**config.mk**
```make
export PLATFORM = sky130hd
export DESIGN_NAME = dsecc_top
export DESIGN_NICKNAME = d
export VERILOG_FILES = /design/src/logic/dsecc_pkg.sv /design/src/logic/dsecc_decode.sv /design/src/logic/dsecc_top.sv
export SDC_FILE = /design/constraint.sdc
export NUM_CORES = 1
export LEC_CHECK = 0
export BUFFER_PORTS_ARGS = -buffer_cell sky130_fd_sc_hd__clkbuf_2
export CAP_MARGIN = 15
export CORE_AREA = 2 2 203 205
export DETAILED_ROUTE_END_ITERATION = 12
export DIE_AREA = 0 0 205 207
export GPL_TIMING_DRIVEN = 1
export SYNTH_ARGS = -nofsm -noshare
export SYNTH_HDL_FRONTEND = slang
export SYNTH_SLANG_ARGS = --single-unit
```
**constraint.sdc**
```tcl
create_clock -name CLK -period 5.9 [get_ports CLK]
set_clock_uncertainty 0.05 [all_clocks]
set_input_delay 1.18 -clock CLK [delete_from_list [all_inputs] [get_ports CLK]]
set_output_delay 1.18 -clock CLK [all_outputs]
set_load 0.01 [all_outputs]
```
**src/logic/dsecc_pkg.sv**
```systemverilog
// Shared constants, carrier types and code functions for the DRAM SEC-DED ECC block
`default_nettype none
package dsecc_pkg;

  localparam int DATA_W = 32;
  localparam int CHK_W = 7;
  localparam int LANE_W = 64;
  localparam int BE_W = 4;
  localparam int INT_W = 7;

  // Check lanes sit just above the data lanes once half-datapath mode frees them
  localparam int CHK_LSB = 32;
  localparam int CHK_MSB = 38;

  localparam logic [6:0] SYND_NONE = 7'h00;
  localparam logic [3:0] BE_FULL = 4'hF;
  localparam logic [31:0] WORD_ALIGN_MASK = 32'hFFFF_FFFC;

  // Flipping two check bits turns the stored code into a double-error signature
  localparam logic [6:0] POISON_PAT = 7'h03;

  localparam int ST_CORR_1 = 3;
  localparam int ST_CORR_2 = 4;
  localparam int ST_UNC_1 = 5;
  localparam int ST_UNC_2 = 6;
  localparam logic [6:0] INT_STATUS_RST = 7'h00;
  localparam logic [31:0] WORD_RST = 32'h0000_0000;

  // Syndrome produced by a single flip of data bit i (index 0 first)
  localparam logic [6:0] DATA_SYND [32] = '{
    7'h75, 7'h70, 7'h6D, 7'h6B, 7'h68, 7'h67, 7'h64, 7'h62,
    7'h5E, 7'h5B, 7'h58, 7'h57, 7'h54, 7'h52, 7'h4F, 7'h4A,
    7'h34, 7'h31, 7'h2C, 7'h2A, 7'h29, 7'h26, 7'h25, 7'h23,
    7'h1C, 7'h1A, 7'h19, 7'h16, 7'h15, 7'h13, 7'h0E, 7'h0B};

  typedef struct packed {
    logic [6:0] chk;
    logic [31:0] data;
  } dsecc_word_t;

  typedef struct packed {
    logic [31:0] addr;
    logic [31:0] data;
    logic [6:0] synd;
  } dsecc_sig_t;

  // Check code of a 32-bit word: each set data bit contributes its syndrome
  function automatic logic [6:0] dsecc_gen_check(input logic [31:0] data);
    logic [6:0] code;
    code = SYND_NONE;
    for (int i = 0; i < DATA_W; i++) begin
      if (data[i]) begin
        code = code ^ DATA_SYND[i];
      end
    end
    return code;
  endfunction

  // Byte merge for read-modify-write: enabled lanes take the new bytes
  function automatic logic [31:0] dsecc_merge(input logic [31:0] old_d, input logic [31:0] new_d,
                                              input logic [3:0] be);
    logic [31:0] res;
    res = old_d;
    for (int b = 0; b < BE_W; b++) begin
      if (be[b]) begin
        res[b*8 +: 8] = new_d[b*8 +: 8];
      end
    end
    return res;
  endfunction

endpackage
`default_nettype wire

```
**src/logic/dsecc_decode.sv**
```systemverilog
// Syndrome decoder: classifies a read word and corrects a single flipped data bit
`default_nettype none
module dsecc_decode
  import dsecc_pkg::*;
(
  input wire dsecc_pkg::dsecc_word_t rd_word,
  output logic [6:0] synd,
  output logic [31:0] fixed_data,
  output logic corr_err,
  output logic unc_err
);

  import dsecc_pkg::*;

  logic [31:0] flip_mask;
  logic chk_single;

  assign synd = dsecc_gen_check(rd_word.data) ^ rd_word.chk; // see [RL20]

  always_comb begin
    flip_mask = WORD_RST;
    for (int i = 0; i < DATA_W; i++) begin
      flip_mask[i] = (synd == DATA_SYND[i]); // see [RL6]
    end
  end

  // A lone check-bit error leaves a one-hot syndrome and needs no data fix
  assign chk_single = (synd != SYND_NONE) && ((synd & (synd - 7'h01)) == SYND_NONE);
  assign fixed_data = rd_word.data ^ flip_mask; // see [RL6]
  assign corr_err = chk_single || (flip_mask != WORD_RST); // see [RL6]
  // Three or more flips may alias; they land here, in the correctable class or, from four flips on, with a zero syndrome
  assign unc_err = (synd != SYND_NONE) && !corr_err; // see [RL7] see [RL24]

endmodule
`default_nettype wire

```
**src/logic/dsecc_top.sv**
```systemverilog
// DRAM SEC-DED ECC datapath, read-modify-write sequencer, signatures and ECC status
// Function
// [RL1] Keep 7-bit check code per aligned 32-bit word
// [RL2] Word alignment and coverage decide internal processing
// [RL3] ECC disabled: no check code computed or written
// [RL4] Every read checks data and check bits
// [RL5] Check codes never cross the host interface
// [RL6] Single-bit error corrected by syndrome-located flip
// [RL7] Double-bit error flagged uncorrectable, never corrected
// [RL8] Reads return corrected data, memory untouched; RMW rewrites
// [RL9] Fully masked write scrubs word with correction
// [RL10] RMW uncorrectable read poisons stored check code
// [RL11] Write check XORs programmed pattern into code
// [RL12] Separate correctable and uncorrectable error signatures
// [RL13] Signature address rounded down to word boundary
// [RL14] Signature held until read; later ones dropped
// [RL15] Four ECC status bits, cleared by reset
// [RL16] Second-error bits need unacknowledged first error
// [RL17] Interrupt asserts for set, unmasked status bits
// [RL18] ECC needs half datapath; check on freed lanes
// [RL19] Per-lane disables ignore memory datapath bits
// [RL20] Syndrome is generated XOR stored; nonzero errs
// [RL21] Correctable error sets bit 3, then 4
// [RL22] Partial write reads, merges, regenerates check code
// [RL23] Acknowledge one clears status; zero does nothing
// [RL24] Beyond two flipped bits, classification is unguaranteed
`default_nettype none
module dsecc_top
  import dsecc_pkg::*;
(
  input wire logic CLK,
  input wire logic RST_N,
  input wire logic ECC_EN,
  input wire logic ECC_REPORT_EN,
  input wire logic ECC_CORRECT_EN,
  input wire logic ECC_POISON_EN,
  input wire logic ECC_WR_CHECK_EN,
  input wire logic [6:0] ECC_XOR_PAT,
  input wire logic HALF_DATAPATH_SEL,
  input wire logic [63:0] LANE_DIS,
  input wire logic HOST_REQ,
  input wire logic HOST_WR,
  input wire logic [31:0] HOST_ADDR,
  input wire logic [31:0] HOST_WDATA,
  input wire logic [3:0] HOST_BE,
  output logic HOST_READY,
  output logic HOST_WACK,
  output logic HOST_RVALID,
  output logic [31:0] HOST_RDATA,
  output logic MEM_REQ,
  output logic MEM_WR,
  output logic [31:0] MEM_ADDR,
  output logic [3:0] MEM_BE,
  output logic [63:0] MEM_WDQ,
  input wire logic MEM_READY,
  input wire logic MEM_RVALID,
  input wire logic [63:0] MEM_RDQ,
  input wire logic [6:0] INT_ACK,
  input wire logic [6:0] INT_MASK,
  output logic [6:0] INT_STATUS,
  output logic MEM_CTRL_IRQ_OUT,
  input wire logic SIG_C_READ,
  input wire logic SIG_U_READ,
  output dsecc_pkg::dsecc_sig_t SIG_C,
  output dsecc_pkg::dsecc_sig_t SIG_U,
  output logic SIG_C_VALID,
  output logic SIG_U_VALID
);

  import dsecc_pkg::*;

  typedef enum logic [1:0] {S_IDLE, S_RD_REQ, S_RD_WAIT, S_WR_REQ} dsecc_state_t;

  ////////////////////////////////////////////////////////////////////////////
  // State and registers

  dsecc_state_t state_q;
  dsecc_state_t state_d;
  logic op_wr_q;
  logic [31:0] addr_q;
  logic [31:0] wdata_q;
  logic [3:0] be_q;
  logic [3:0] mem_be_q;
  logic [63:0] mem_wdq_q;
  logic [31:0] rdata_q;
  logic rvalid_q;
  logic poison_q;
  logic [6:0] status_q;
  logic [6:0] status_d;
  dsecc_sig_t c_sig_q;
  dsecc_sig_t u_sig_q;
  logic c_valid_q;
  logic u_valid_q;

  ////////////////////////////////////////////////////////////////////////////
  // Decode and datapath

  // First/second status pair update; the new event beats a same-cycle ack
  function automatic logic [1:0] pair_next(input logic [1:0] cur, input logic ev, input logic [1:0] ack);
    logic [1:0] nxt;
    nxt = cur & ~ack; // see [RL23]
    if (ev && cur[0]) begin
      nxt[1] = 1'b1; // see [RL16]
    end else if (ev) begin
      nxt[0] = 1'b1;
    end
    return nxt;
  endfunction

  // Lay a word onto the memory lanes, check code on the freed upper half
  function automatic logic [63:0] pack_lanes(input logic [31:0] data, input logic [6:0] chk,
                                             input logic with_chk, input logic [63:0] dis);
    logic [63:0] lanes;
    lanes = {32'h0000_0000, data};
    if (with_chk) begin
      lanes[CHK_MSB:CHK_LSB] = chk; // see [RL18]
    end
    return lanes & ~dis; // see [RL19]
  endfunction

  wire ecc_on = ECC_EN && HALF_DATAPATH_SEL; // see [RL18]
  wire host_take = HOST_REQ && HOST_READY;
  // With ECC on, a write short of all four byte enables needs the old word first
  wire need_read = !HOST_WR || (ecc_on && (HOST_BE != BE_FULL)); // see [RL2] see [RL22]
  wire rd_done = (state_q == S_RD_WAIT) && MEM_RVALID;
  wire wr_done = (state_q == S_WR_REQ) && MEM_READY;

  wire [63:0] rd_lanes = MEM_RDQ & ~LANE_DIS; // see [RL19]
  dsecc_word_t rd_word;
  assign rd_word.data = rd_lanes[31:0];
  assign rd_word.chk = rd_lanes[CHK_MSB:CHK_LSB];

  logic [6:0] synd;
  logic [31:0] fixed_data;
  logic corr_err;
  logic unc_err;

  dsecc_decode u_decode (
    .rd_word(rd_word),
    .synd(synd),
    .fixed_data(fixed_data),
    .corr_err(corr_err),
    .unc_err(unc_err)
  );

  wire check_rd = rd_done && ecc_on; // see [RL4]
  wire corr_ev = check_rd && ECC_REPORT_EN && corr_err;
  wire unc_ev = check_rd && ECC_REPORT_EN && unc_err; // see [RL7]
  // Uncorrectable data passes through raw; only single flips are repaired
  wire use_fix = ecc_on && ECC_CORRECT_EN && corr_err;
  wire [31:0] good_data = use_fix ? fixed_data : rd_word.data; // see [RL6] see [RL8]

  // Fully masked write merges nothing, so the corrected old word is rewritten
  wire [31:0] merged = dsecc_merge(good_data, wdata_q, be_q); // see [RL9] see [RL22]
  wire poison_now = ecc_on && ECC_POISON_EN && unc_err; // see [RL10]
  wire [6:0] force_pat = ECC_WR_CHECK_EN ? ECC_XOR_PAT : SYND_NONE; // see [RL11]
  wire [6:0] rmw_chk = dsecc_gen_check(merged) ^ (poison_now ? POISON_PAT : SYND_NONE) ^ force_pat;
  wire [6:0] new_chk = dsecc_gen_check(HOST_WDATA) ^ force_pat; // see [RL1] see [RL11]

  ////////////////////////////////////////////////////////////////////////////
  // Sequencer

  always_comb begin
    state_d = state_q;
    case (state_q)
      S_IDLE: begin
        if (host_take) begin
          state_d = need_read ? S_RD_REQ : S_WR_REQ;
        end
      end
      S_RD_REQ: begin
        if (MEM_READY) begin
          state_d = S_RD_WAIT;
        end
      end
      S_RD_WAIT: begin
        if (MEM_RVALID) begin
          state_d = op_wr_q ? S_WR_REQ : S_IDLE; // see [RL22]
        end
      end
      S_WR_REQ: begin
        if (MEM_READY) begin
          state_d = S_IDLE;
        end
      end
      default: begin
        state_d = S_IDLE;
      end
    endcase
  end

  always_ff @(posedge CLK) begin
    if (!RST_N) begin
      state_q <= S_IDLE;
    end else begin
      state_q <= state_d;
    end
  end

  always_ff @(posedge CLK) begin
    if (!RST_N) begin
      op_wr_q <= 1'b0;
      addr_q <= WORD_RST;
      wdata_q <= WORD_RST;
      be_q <= 4'h0;
    end else if (host_take) begin
      op_wr_q <= HOST_WR;
      addr_q <= HOST_ADDR & WORD_ALIGN_MASK; // see [RL2]
      wdata_q <= HOST_WDATA;
      be_q <= HOST_BE;
    end
  end

  // Write lanes: direct write (full word, or any byte enables with ECC off), or the merged RMW word
  always_ff @(posedge CLK) begin
    if (!RST_N) begin
      mem_wdq_q <= 64'h0000_0000_0000_0000;
      mem_be_q <= 4'h0;
      poison_q <= 1'b0;
    end else if (host_take && !need_read) begin
      mem_wdq_q <= pack_lanes(HOST_WDATA, new_chk, ecc_on, LANE_DIS); // see [RL3]
      mem_be_q <= ecc_on ? BE_FULL : HOST_BE;
      poison_q <= 1'b0;
    end else if (rd_done && op_wr_q) begin
      mem_wdq_q <= pack_lanes(merged, rmw_chk, ecc_on, LANE_DIS); // see [RL8] see [RL10]
      mem_be_q <= BE_FULL; // see [RL9]
      poison_q <= poison_now;
    end
  end

  // Read return: data lanes only, the check code stays inside
  always_ff @(posedge CLK) begin
    if (!RST_N) begin
      rdata_q <= WORD_RST;
      rvalid_q <= 1'b0;
    end else begin
      rvalid_q <= rd_done && !op_wr_q;
      if (rd_done && !op_wr_q) begin
        rdata_q <= good_data; // see [RL5] see [RL8]
      end
    end
  end

  assign HOST_READY = (state_q == S_IDLE);
  assign HOST_WACK = wr_done;
  assign HOST_RVALID = rvalid_q;
  assign HOST_RDATA = rdata_q;
  assign MEM_REQ = (state_q == S_RD_REQ) || (state_q == S_WR_REQ);
  assign MEM_WR = (state_q == S_WR_REQ);
  assign MEM_ADDR = addr_q;
  assign MEM_BE = MEM_WR ? mem_be_q : BE_FULL;
  assign MEM_WDQ = mem_wdq_q;

  ////////////////////////////////////////////////////////////////////////////
  // Status, interrupt and signatures

  always_comb begin
    status_d = status_q;
    status_d[ST_CORR_2:ST_CORR_1] = pair_next(status_q[ST_CORR_2:ST_CORR_1], corr_ev,
                                              INT_ACK[ST_CORR_2:ST_CORR_1]); // see [RL21]
    status_d[ST_UNC_2:ST_UNC_1] = pair_next(status_q[ST_UNC_2:ST_UNC_1], unc_ev,
                                            INT_ACK[ST_UNC_2:ST_UNC_1]);
  end

  always_ff @(posedge CLK) begin
    if (!RST_N) begin
      status_q <= INT_STATUS_RST; // see [RL15]
    end else begin
      status_q <= status_d;
    end
  end

  assign INT_STATUS = status_q;
  assign MEM_CTRL_IRQ_OUT = |(status_q & ~INT_MASK); // see [RL17]

  // A capture in the cycle of the read strobe keeps the fresh signature
  wire c_cap = corr_ev && (!c_valid_q || SIG_C_READ); // see [RL14]
  wire u_cap = unc_ev && (!u_valid_q || SIG_U_READ); // see [RL14]
  dsecc_sig_t ev_sig;
  assign ev_sig.addr = addr_q & WORD_ALIGN_MASK; // see [RL13]
  assign ev_sig.data = rd_word.data;
  assign ev_sig.synd = synd;

  always_ff @(posedge CLK) begin
    if (!RST_N) begin
      c_sig_q <= '0;
      u_sig_q <= '0;
      c_valid_q <= 1'b0;
      u_valid_q <= 1'b0;
    end else begin
      c_valid_q <= c_cap || (c_valid_q && !SIG_C_READ);
      u_valid_q <= u_cap || (u_valid_q && !SIG_U_READ);
      if (c_cap) begin
        c_sig_q <= ev_sig; // see [RL12]
      end
      if (u_cap) begin
        u_sig_q <= ev_sig; // see [RL12]
      end
    end
  end

  assign SIG_C = c_sig_q;
  assign SIG_U = u_sig_q;
  assign SIG_C_VALID = c_valid_q;
  assign SIG_U_VALID = u_valid_q;
endmodule
`default_nettype wire

```
; Yosys cells after proc, flatten, opt, wreduce, memory -nomap -nowiden
; Index checks and enable logic that the tools add are counted.
[totals]
register_bits = 314
out_inout_bits = 289
word_cells = 343
[classes]
n_addsub = 1
eq_ne = 40
muxes = 129
n_bitwise = 109
n_reduce_logical = 46
[op_table]
columns = op, count
row1 = $mux 7, 56
row2 = $not 3->3, 72
row3 = $mux 6, 24
row4 = $and 39x64->64, 2
row5 = $mux 64, 2
row6 = $eq 7x7->1 const B, 16
row7 = $not 5->5, 21
row8 = $mux 5, 18
row9 = $not 64->64, 1
row10 = $eq 7x6->1 const B, 8
row11 = $eq 7x5->1 const B, 6
row12 = $mux 4, 10
row13 = $and 39x39->39, 1
row14 = $mux 32, 1
row15 = $mux 8, 4
row16 = $reduce_bool 32->1, 1
row17 = $xor 32x32->32, 1
row18 = $logic_and 1x1->1, 24
row19 = $xor 7x7->7, 3
row20 = $and 7x7->7, 2
row21 = $eq 7x4->1 const B, 2
row22 = $mux 2, 7
row23 = $logic_not 1->1, 8
row24 = $pmux 2 s4, 1
row25 = other kinds (18), 34

; Depth between registers and ports, before layout
; Gate-level depths: netlist of the first run.
[logic_depth]
depth_word = 146
mapped_depth = 20
depth_no_buf = 15

; Modules after synthesis
; From an unflattened synthesis of the first run, not the netlist that was laid out.
[unflattened]
cells_unflattened = 1830
area_unflattened_um2 = 15828.9
[by_module_without_submodules]
columns = module, n_inst, cells_each, area_per_inst_um2
row1 = dsecc_top, 1, 1617, 13980.9
row2 = dsecc_decode, 1, 213, 1848.0

; Worst setup path after synthesis of the first run
; OpenSTA, ideal clock, no wires.
[synth_path]
path_type = input port to flip-flop
startpoint = in MEM_RDQ[14]
endpoint = reg mem_wdq_q[35], in the netlist MEM_WDQ[35]
t_arrival_ns = 5.291
path_slack_ns = 0.440
path_stages = 17
cell_sequence = nor2b_2 -> buf_4 -> xnor2_2 -> xnor3_1 -> xnor2_2 -> xnor2_2 -> nand2_2 -> buf_6 -> o31a_2 -> o31ai_2 -> xnor3_2 -> xnor3_1 -> xnor2_1 -> xnor3_1 -> o21ai_2 -> xor2_1 -> o31ai_2
[synth_via]
elab_chain_len = 91
word_cells_on_any_way = 137
[synth_lines]
columns = item, line_no
row1 = from (decl), dsecc_top.sv:57  ; input wire logic [63:0] MEM_RDQ,
row2 = $and 39x39->39 *, dsecc_top.sv:128  ; wire [63:0] rd_lanes = MEM_RDQ & ~LANE_DIS;
row3 = $mux 7, dsecc_pkg.sv:52  ; if (data[i]) begin
row4 = $not 3->3 (no source line), n/a
row5 = $mux 7, dsecc_pkg.sv:52
row6 = $mux 6 (2 in a row), dsecc_pkg.sv:52
row7 = $mux 6 / $not 3->3 (equally long branches), n/a
row8 = $not 3->3 (no source line) / $mux 6 (equally long branches), n/a
row9 = $mux 6 / $not 3->3 (equally long branches), n/a
row10 = [... 74 more ...], n/a
row11 = $xor 7x7->7 *, dsecc_top.sv:157  ; wire [6:0] rmw_chk = dsecc_gen_check(merged) ^ (poison_now ? POISON_PAT : SYND_NONE) ^ force_pat;
row12 = $mux 7 *, dsecc_top.sv:115  ; if (with_chk) begin
row13 = $mux 7 *, dsecc_top.sv:224  ; end else if (rd_done && op_wr_q) begin
row14 = $mux 7 *, dsecc_top.sv:220  ; end else if (host_take && !need_read) begin
row15 = $mux 7 *, dsecc_top.sv:216  ; if (!RST_N) begin
row16 = $and 39x64->64 *, dsecc_top.sv:118  ; return lanes & ~dis;
row17 = $mux 64 *, dsecc_top.sv:224
row18 = $mux 64 *, dsecc_top.sv:220
row19 = to (signal assigned), dsecc_top.sv:221  ; mem_wdq_q <= pack_lanes(HOST_WDATA, new_chk, ecc_on, LANE_DIS);
row20 = to (signal assigned), dsecc_top.sv:225  ; mem_wdq_q <= pack_lanes(merged, rmw_chk, ecc_on, LANE_DIS);
row21 = to (decl), dsecc_top.sv:84  ; logic [63:0] mem_wdq_q;
; Every way passes the cells marked *; elsewhere a longest branch is shown, timed or not. The select of a mux whose other input is x is not followed.
; A chain may end at the register's enable or synchronous reset.

; Final worst setup path of the first run
[layout_path]
startpoint = in LANE_DIS[28]
endpoint = reg mem_wdq_q[32], in the netlist MEM_WDQ[32]
[layout_via]
elab_chain_len = 72
word_cells_on_any_way = 115
[layout_lines]
columns = item, line_no
row1 = from (decl), dsecc_top.sv:40  ; input wire logic [63:0] LANE_DIS,
row2 = $not 64->64 *, n/a
row3 = $and 39x39->39 *, dsecc_top.sv:128
row4 = $mux 5, dsecc_pkg.sv:52
row5 = $not 3->3 (no source line), n/a
row6 = $mux 5, dsecc_pkg.sv:52
row7 = $mux 4, dsecc_pkg.sv:52
row8 = $not 3->3 (no source line), n/a
row9 = $mux 4, dsecc_pkg.sv:52
row10 = [... 56 more ...], n/a
row11 = $xor 7x7->7 *, dsecc_top.sv:157
row12 = $mux 7 *, dsecc_top.sv:115
row13 = $mux 7 *, dsecc_top.sv:224
row14 = $mux 7 *, dsecc_top.sv:220
row15 = $mux 7 *, dsecc_top.sv:216
row16 = $and 39x64->64 *, dsecc_top.sv:118
row17 = $mux 64 *, dsecc_top.sv:224
row18 = $mux 64 *, dsecc_top.sv:220
; Marks and branches as above.

==> out/results.txt, run 1 <==
Outcome -> finished clean
Clk buf depth -> 3
Max-cap violations -> 0
Asr flop ratio synth -> 0%
Tcrit/Tclk final -> 94.9%
Post-route DRC -> 0
Die height -> 207 µm
VDD IR max -> 0.000199 V
Rel. slew slack -> 32.4%
Fmax -> 0.179 GHz
HP Class -> register to register
Grt ovf -> 0
Largest net degree at the start of global routing -> 144
Avg Cell Area, Syn -> 8.46 µm²
Pre-CTS WS -> -235 ps
Hold buffer count at CTS -> 0
Slowest stage delay, CP -> 510 ps
Fin worst setup slack -> 300 ps
CP Max Fanout -> 9
Post-route minimum period -> 5600 ps
Setup Viol. Count Final -> 0
CP Launch Type -> primary input
Fraction of layout cells with a size suffix above 1 -> 33.3%
Via density -> 5.06
Later-pin clock latency in the skew report -> 540 ps
Clk root buf -> clkbuf_16
PwrDens -> 383 nW/µm²
GRT Util Overall -> 27.5%
DRT iter0 DRCs -> 1147
Post-Route WL -> 59.9 mm
Post-synth EDFFs -> 0
IO Port Bufs -> 427
Antenna-violating nets left -> 0
Netlist area before placement -> 15200 µm²
Largest area contributor in the netlist -> dfxtp_1
Initial antenna violation count -> 0
Post-synth top area share -> 38.2%
Synth Flop Type -> dfxtp_1
Core area -> 40400 µm²
Count of cell types in the netlist -> 76
Starting Density -> 37.6%
Die W -> 205 µm
Crit-path cells -> clkbuf_2 > and2b_1 > xnor3_1 > xnor2_1 > xnor3_2 > xor2_2 > buf_4 > o21ai_0 > nor4_1 > buf_4 > xor2_1 > mux2i_1 > xnor3_1 > xnor3_1 > xnor2_1 > o21ai_1 > xnor2_1 > a32o_1
# IOs -> 520
CTS tree -> built
Clock slew at the register clock pins of the worst setup and hold paths -> 60 ps
Final hold slack -> 397 ps
Synthesis Warnings -> 0
CTS buffer count -> 34
Vias -> 14793
Site Rows -> 74
Leak pwr -> 0.00939 µW
Post-CTS Setup Inserts -> 0
Layout Utilization -> 50.5%
R2R Path End -> MEM_WDQ[34]$_SDFFE_PN0P_
Seq cells post-synth -> 289
DRT Pass-1 Iters -> 5
Gpl congestion -> 0.955
Final Non-Filler Cells -> 2926
Setup CP Type -> primary input to register
H-tree Lvls -> 2
Register area share after synthesis -> 38.2%
Final hold violations -> 0
Arr. time, crit path -> 5980 ps
CP Capture Type -> register
CP required -> 6280 ps
Flop2flop setup slack -> 2570 ps
Post-Syn Instances -> 1793
CP Capture Point -> MEM_WDQ[32]$_SDFFE_PN0P_
Hold path depth -> 2
Final net count -> 2601
Global-route wire length before repair -> 87.6 mm
Critical path launch point -> LANE_DIS[28]
R2R Path Start -> be_q[1]$_SDFFE_PN0P_
RSZ-0062 raised after global routing -> no
Critical path's slowest cell -> xnor3_1
Fin area -> 20400 µm²
Slew Limit Fails -> 0
Final HPWL DP -> 46.4 mm
Placed cell areas -> 19200 µm²
R2R depth -> 10
Post-CTS sizing -> 0
Vias in the first global route -> 13937
Die Area -> 42400 µm²
Placed Cells -> 2866
Top cells by area, synth -> dfxtp_1, xnor2_1, nand2_1
Area Growth Syn to Fin -> 34.5%
DR WL/cell -> 20.5 µm
CTS sink cnt -> 289
Worst Max-Slew Pin Slew -> 1010 ps
[worst max-delay path, delay by kind of cell]
| family | cells | cell delay (ps) |
|---|---|---|
| AOI/OAI and AO/OA | 3 | 540 |
| xor gates and xnor gates | 9 | 2730 |
| buffers and inverters | 3 | 500 |
| muxes | 1 | 180 |
| and+or+nand+nor | 2 | 850 |
[worst min-delay path by stage]
stage | end | startpoint | slack [ps]
final | wdata_q[24]$_SDFFE_PN0P_ | wdata_q[24]$_SDFFE_PN0P_ | 400
after global routing | SIG_C[5]$_SDFFE_PN0P_ | SIG_C[5]$_SDFFE_PN0P_ | 420
after CTS | wdata_q[26]$_SDFFE_PN0P_ | wdata_q[26]$_SDFFE_PN0P_ | 400
after detailed placement | wdata_q[26]$_SDFFE_PN0P_ | wdata_q[26]$_SDFFE_PN0P_ | 390
after global placement | wdata_q[23]$_SDFFE_PN0P_ | wdata_q[23]$_SDFFE_PN0P_ | 390
after floorplan | wdata_q[24]$_SDFFE_PN0P_ | wdata_q[24]$_SDFFE_PN0P_ | 380
[synthesized netlist by cell type (7+ instances only)]
cell      count
a21oi_1     206
nor2b_1      31
o21ai_0      14
nand3_1      16
a211oi_1     27
inv_1        13
nand2b_1     16
dfxtp_1     289
nand2_1     308
clkbuf_1     85
nor3_1       65
xnor2_2      11
buf_4        37
o22ai_1       8
xnor3_2       8
nor4_1       13
buf_2        24
xnor3_1      26
mux2i_1      84
nor2_1      199
a21o_1        7
buf_1         8
mux2_2        8
o21ai_1       7
xnor2_1     139
xor2_1       38
[final cells by class]
| class | count | area [µm²] |
|---|---|---|
| fill | 3960 | 20000 |
| multi-input combinational | 1364 | 8690 |
| sequential | 289 | 5790 |
| timing repair buffer | 667 | 4030 |
| clock buffer | 51 | 1020 |
| tap | 532 | 666 |
| clock inverter | 8 | 150 |
| inverter | 14 | 60.1 |
| antenna | 1 | 2.50 |
[kinds of logic after synthesis]
kind of cell | after synthesis | synth area share, %
AND/OR/NAND/NOR | 689 | 19.8
AO/OA/AOI/OAI | 320 | 12.6
flip-flops | 289 | 38.2
XOR/XNOR | 229 | 17.6
buffers and inverters | 173 | 5.66
multiplexers | 92 | 6.14
other | 1 | 0.0247
[stage by stage]
stage / TNS (ps) / total power, µW
2_1_floorplan: 0 / 4110
3_3_place_gp: -436 / 5550
3_5_place_dp: -567 / 5570
4_1_cts: 0 / 7820
5_1_grt: 0 / 8140
6_report: 0 / 7820
[where the power goes]
group / switching (µW) / internal [µW]
Combinational: 1870 / 1550
Clock: 866 / 1370
Sequential: 99.7 / 2070
[state kept, by name (all words and copies together), names as in the netlist, 30 cells and up]
| name | cells |
|---|---|
| SIG_C | 69 |
| SIG_U | 69 |
| MEM_WDQ | 39 |
| HOST_RDATA | 32 |
| wdata_q | 32 |
| MEM_ADDR | 30 |
[layout by cell type (no fill, tap or decap), types with 8 or more instances in the layout]
cell	n
clkbuf_2	427
clkbuf_16	35
nor4_1	13
xnor3_1	26
o21ai_0	14
dfxtp_1	289
inv_1	13
clkbuf_8	8
xnor2_1	139
nand3_1	14
mux2i_1	84
nand2_1	307
a211oi_1	27
buf_4	233
o22ai_1	8
mux2_2	8
conb_1	34
xor2_1	38
nor2_1	199
xnor2_2	11
nor3_1	64
xnor3_2	8
a21oi_1	205
nor2b_1	31
clkbuf_1	8
nand2b_1	16
[per-layer routing]
layer  GRT usage [%]  vias up  share of wire (%)
met5               0        -                  0
met4            9.01        0                3.2
met1            37.7     6942                 44
met3            5.59      115                7.8
li1                -     7102                  -
met2            43.0      634                 45
(Power assumes the default switching activity.)
==> run 2: changes to the inputs <==
--- a/config.mk
+++ b/config.mk
@@ -7,10 +7,12 @@
 export LEC_CHECK = 0
 export BUFFER_PORTS_ARGS = -buffer_cell sky130_fd_sc_hd__clkbuf_2
 export CAP_MARGIN = 15
-export CORE_AREA = 2 2 203 205
+export CORE_AREA = 2 2 204 206
 export DETAILED_ROUTE_END_ITERATION = 12
-export DIE_AREA = 0 0 205 207
+export DIE_AREA = 0 0 206 208
 export GPL_TIMING_DRIVEN = 1
+export PLACE_DENSITY = 0.72
+export SETUP_SLACK_MARGIN = 0.5
 export SYNTH_ARGS = -nofsm -noshare
 export SYNTH_HDL_FRONTEND = slang
 export SYNTH_SLANG_ARGS = --single-unit
==> run 2 against run 1 <==
Compared with the run above: clock-buffer cell count decreased by 4; register-to-register slack is essentially flat; first-iteration DRC count grew 13%; critical path type unchanged; highest routed layer unchanged; clock power fell by 5%; power up 3.2%; sequential cell count did not move; wire length up 2.5%; combinational power is 11% higher.
==> out/results.txt, run 2 (synthesized netlist as in run 1, its figures left out) <==
RSZ-0062 raised after global routing -> yes
Fmax -> 0.188 GHz (+5.3%)
Vias -> 15246 (+3.1%)
CP Capture Point -> MEM_WDQ[38]$_SDFFE_PN0P_
CP dominant cell by count -> buf_4
Global-route wire length before repair -> 90.0 mm (+2.7%)
Final hold violations -> 0 (unchanged)
Max-cap violations -> 0 (unchanged)
Setup Viol. Count Final -> 0 (unchanged)
Crit-path cells -> clkbuf_2 > nor2b_2 > buf_4 > xnor3_2 > buf_4 > xnor3_4 > nor3_4 > o2111ai_2 > or4_2 > o211ai_1 > xnor3_2 > buf_4 > xor2_4 > xnor3_1 > xor2_1 > o21ai_1 > xnor2_2 > buf_4 > o31ai_1
CP Max Fanout -> 5 (-4)
Critical path buffer and inverter count -> 5 (+2)
Starting Density -> 37.4% (-0.17 points)
R2R depth -> 11 (+1)
Fraction of layout cells with a size suffix above 1 -> 35.5% (+2.2 points)
Outcome -> finished clean
Commonest non-fill, non-tap cell in the layout -> clkbuf_2
Post-route minimum period -> 5320 ps (-283 ps)
HP Class -> register to register
Hold buffer count at CTS -> 0 (unchanged)
Final net count -> 2620 (+0.73%)
Placed Cells -> 2870 (+0.14%)
Via density -> 5.17 (+2.3%)
Hold_sp -> wdata_q[28]$_SDFFE_PN0P_
IO Port Bufs -> 427 (unchanged)
CP Launch Type -> primary input
GRT Util Overall -> 27.7% (+0.24 points)
R2R Path Start -> be_q[1]$_SDFFE_PN0P_
CP required -> 6310 ps (+30 ps)
Leak pwr -> 0.00954 µW (+1.7%)
Area Growth Syn to Fin -> 37.6%
Die W -> 206 µm (+0.49%)
Critical path launch point -> MEM_RDQ[8]
DRT iter0 DRCs -> 1292 (+13%)
Setup CP Type -> primary input to register
Worst Max-Slew Pin Slew -> 1130 ps (+120 ps)
Flop2flop setup slack -> 2580 ps (about the same)
Tcrit/Tclk final -> 90.1% (-4.8 points)
Final hold slack -> 399 ps (+1.81 ps)
Placed cell areas -> 19300 µm² (+0.29%)
Site Rows -> 74 (unchanged)
Die Area -> 42800 µm² (+0.97%)
VDD IR max -> 0.000302 V (+52%)
Top delay family on crit path -> XOR/XNOR gates
Later-pin clock latency in the skew report -> 550 ps (about the same)
# IOs -> 520 (unchanged)
Fillers -> 3864 (-2.4%)
CTS buffer count -> 34 (unchanged)
Slowest stage delay, CP -> 630 ps (+120 ps)
PwrDens -> 387 nW/µm² (+0.87%)
Final HPWL DP -> 46.8 mm (+0.99%)
CTS tree -> built
CTS sink cnt -> 289 (unchanged)
Gpl congestion -> 0.934 (-2.3%)
H-tree Lvls -> 2 (unchanged)
Rel. slew slack -> 24.6% (-7.8 points)
Grt ovf -> 0 (unchanged)
Core area -> 40600 µm² (+0.46%)
Post-route DRC -> 0 (unchanged)
Clk buf depth -> 3 (unchanged)
Arr. time, crit path -> 5730 ps (-250 ps)
Final Non-Filler Cells -> 2947 (+0.72%)
Initial antenna violation count -> 2 (+2)
Antenna-violating nets left -> 0 (unchanged)
Clk root buf -> clkbuf_16
Clock slew at the register clock pins of the worst setup and hold paths -> 60 ps (about the same)
CP Capture Type -> register
Vias in the first global route -> 14633 (+5.0%)
Most frequent cells in the layout -> clkbuf_2, nand2_1, dfxtp_1
DR WL/cell -> 20.8 µm (+1.8%)
Critical path's slowest cell -> or4_2
Critical path depth in cells -> 19 (+1)
Slew Limit Fails -> 0 (unchanged)
R2R Path End -> MEM_WDQ[38]$_SDFFE_PN0P_
DRT Pass-1 Iters -> 5 (unchanged)
Die height -> 208 µm (+0.48%)
Post-Route WL -> 61.4 mm (+2.5%)
Largest net degree at the start of global routing -> 173 (+20%)
Fin area -> 20900 µm² (+2.3%)
Layout Utilization -> 51.4% (+0.92 points)
run 2: area by class of cell:
class                      count  area [µm²]  share of cell area (%)
multi-input combinational   1364        9060                    43.4
tap                          532         666                    3.19
clock inverter                13         164                   0.786
sequential                   289        5790                    27.7
inverter                      14        60.1                   0.288
clock buffer                  47         920                    4.41
timing repair buffer         686        4200                    20.1
antenna                        2        5.00                  0.0240
run 2: routing by layer:
metal  GRT usage, %  vias to the layer above  wire, µm
met3           4.76                      106      4580
met5              0                        -         0
met2           44.3                      643     28500
met4           9.46                        0      2000
met1           37.6                     7363     26300
li1               -                     7134         -
run 2: repair_timing:
action / in CTS / in global routing
endpoints found under the hold margin: 0 / 0
endpoints found under the setup margin: 4 / 6
pin swaps: 1 / 24
setup buffers: 0 / 15
gates resized for setup: 4 / 55
run 2: metrics by stage:
stage | setup slack [ps] | power (µW) | TNS (ps)
4_1_cts | 508 | 7840 | 0
6_report | 583 | 8070 | 0
3_3_place_gp | -261 | 5680 | -897
5_1_grt | 460 | 8400 | 0
3_5_place_dp | -311 | 5700 | -1010
2_1_floorplan | 517 | 4120 | 0
run 2: how the worst min path moves through the flow:
stage	end	cells after the start
after floorplan	wdata_q[24]$_SDFFE_PN0P_	2
after global placement	wdata_q[10]$_SDFFE_PN0P_	2
after detailed placement	wdata_q[28]$_SDFFE_PN0P_	2
after CTS	wdata_q[28]$_SDFFE_PN0P_	2
after global routing	SIG_C[5]$_SDFFE_PN0P_	2
final	wdata_q[28]$_SDFFE_PN0P_	2
run 2: report_power, final:
part | leakage, µW | switching, µW | internal [µW]
combinational | 0.00668 | 2030 | 1760
sequential | 0.00234 | 99.0 | 2070
clock | 0.000525 | 875 | 1230
run 2: tightest hold or removal path: cells and delay by family, from the launching register on:
kind	cells	cell delay (ps)
AOI/OAI and AO/OA	1	50
DFF	1	300
and+or+nand+nor	1	50
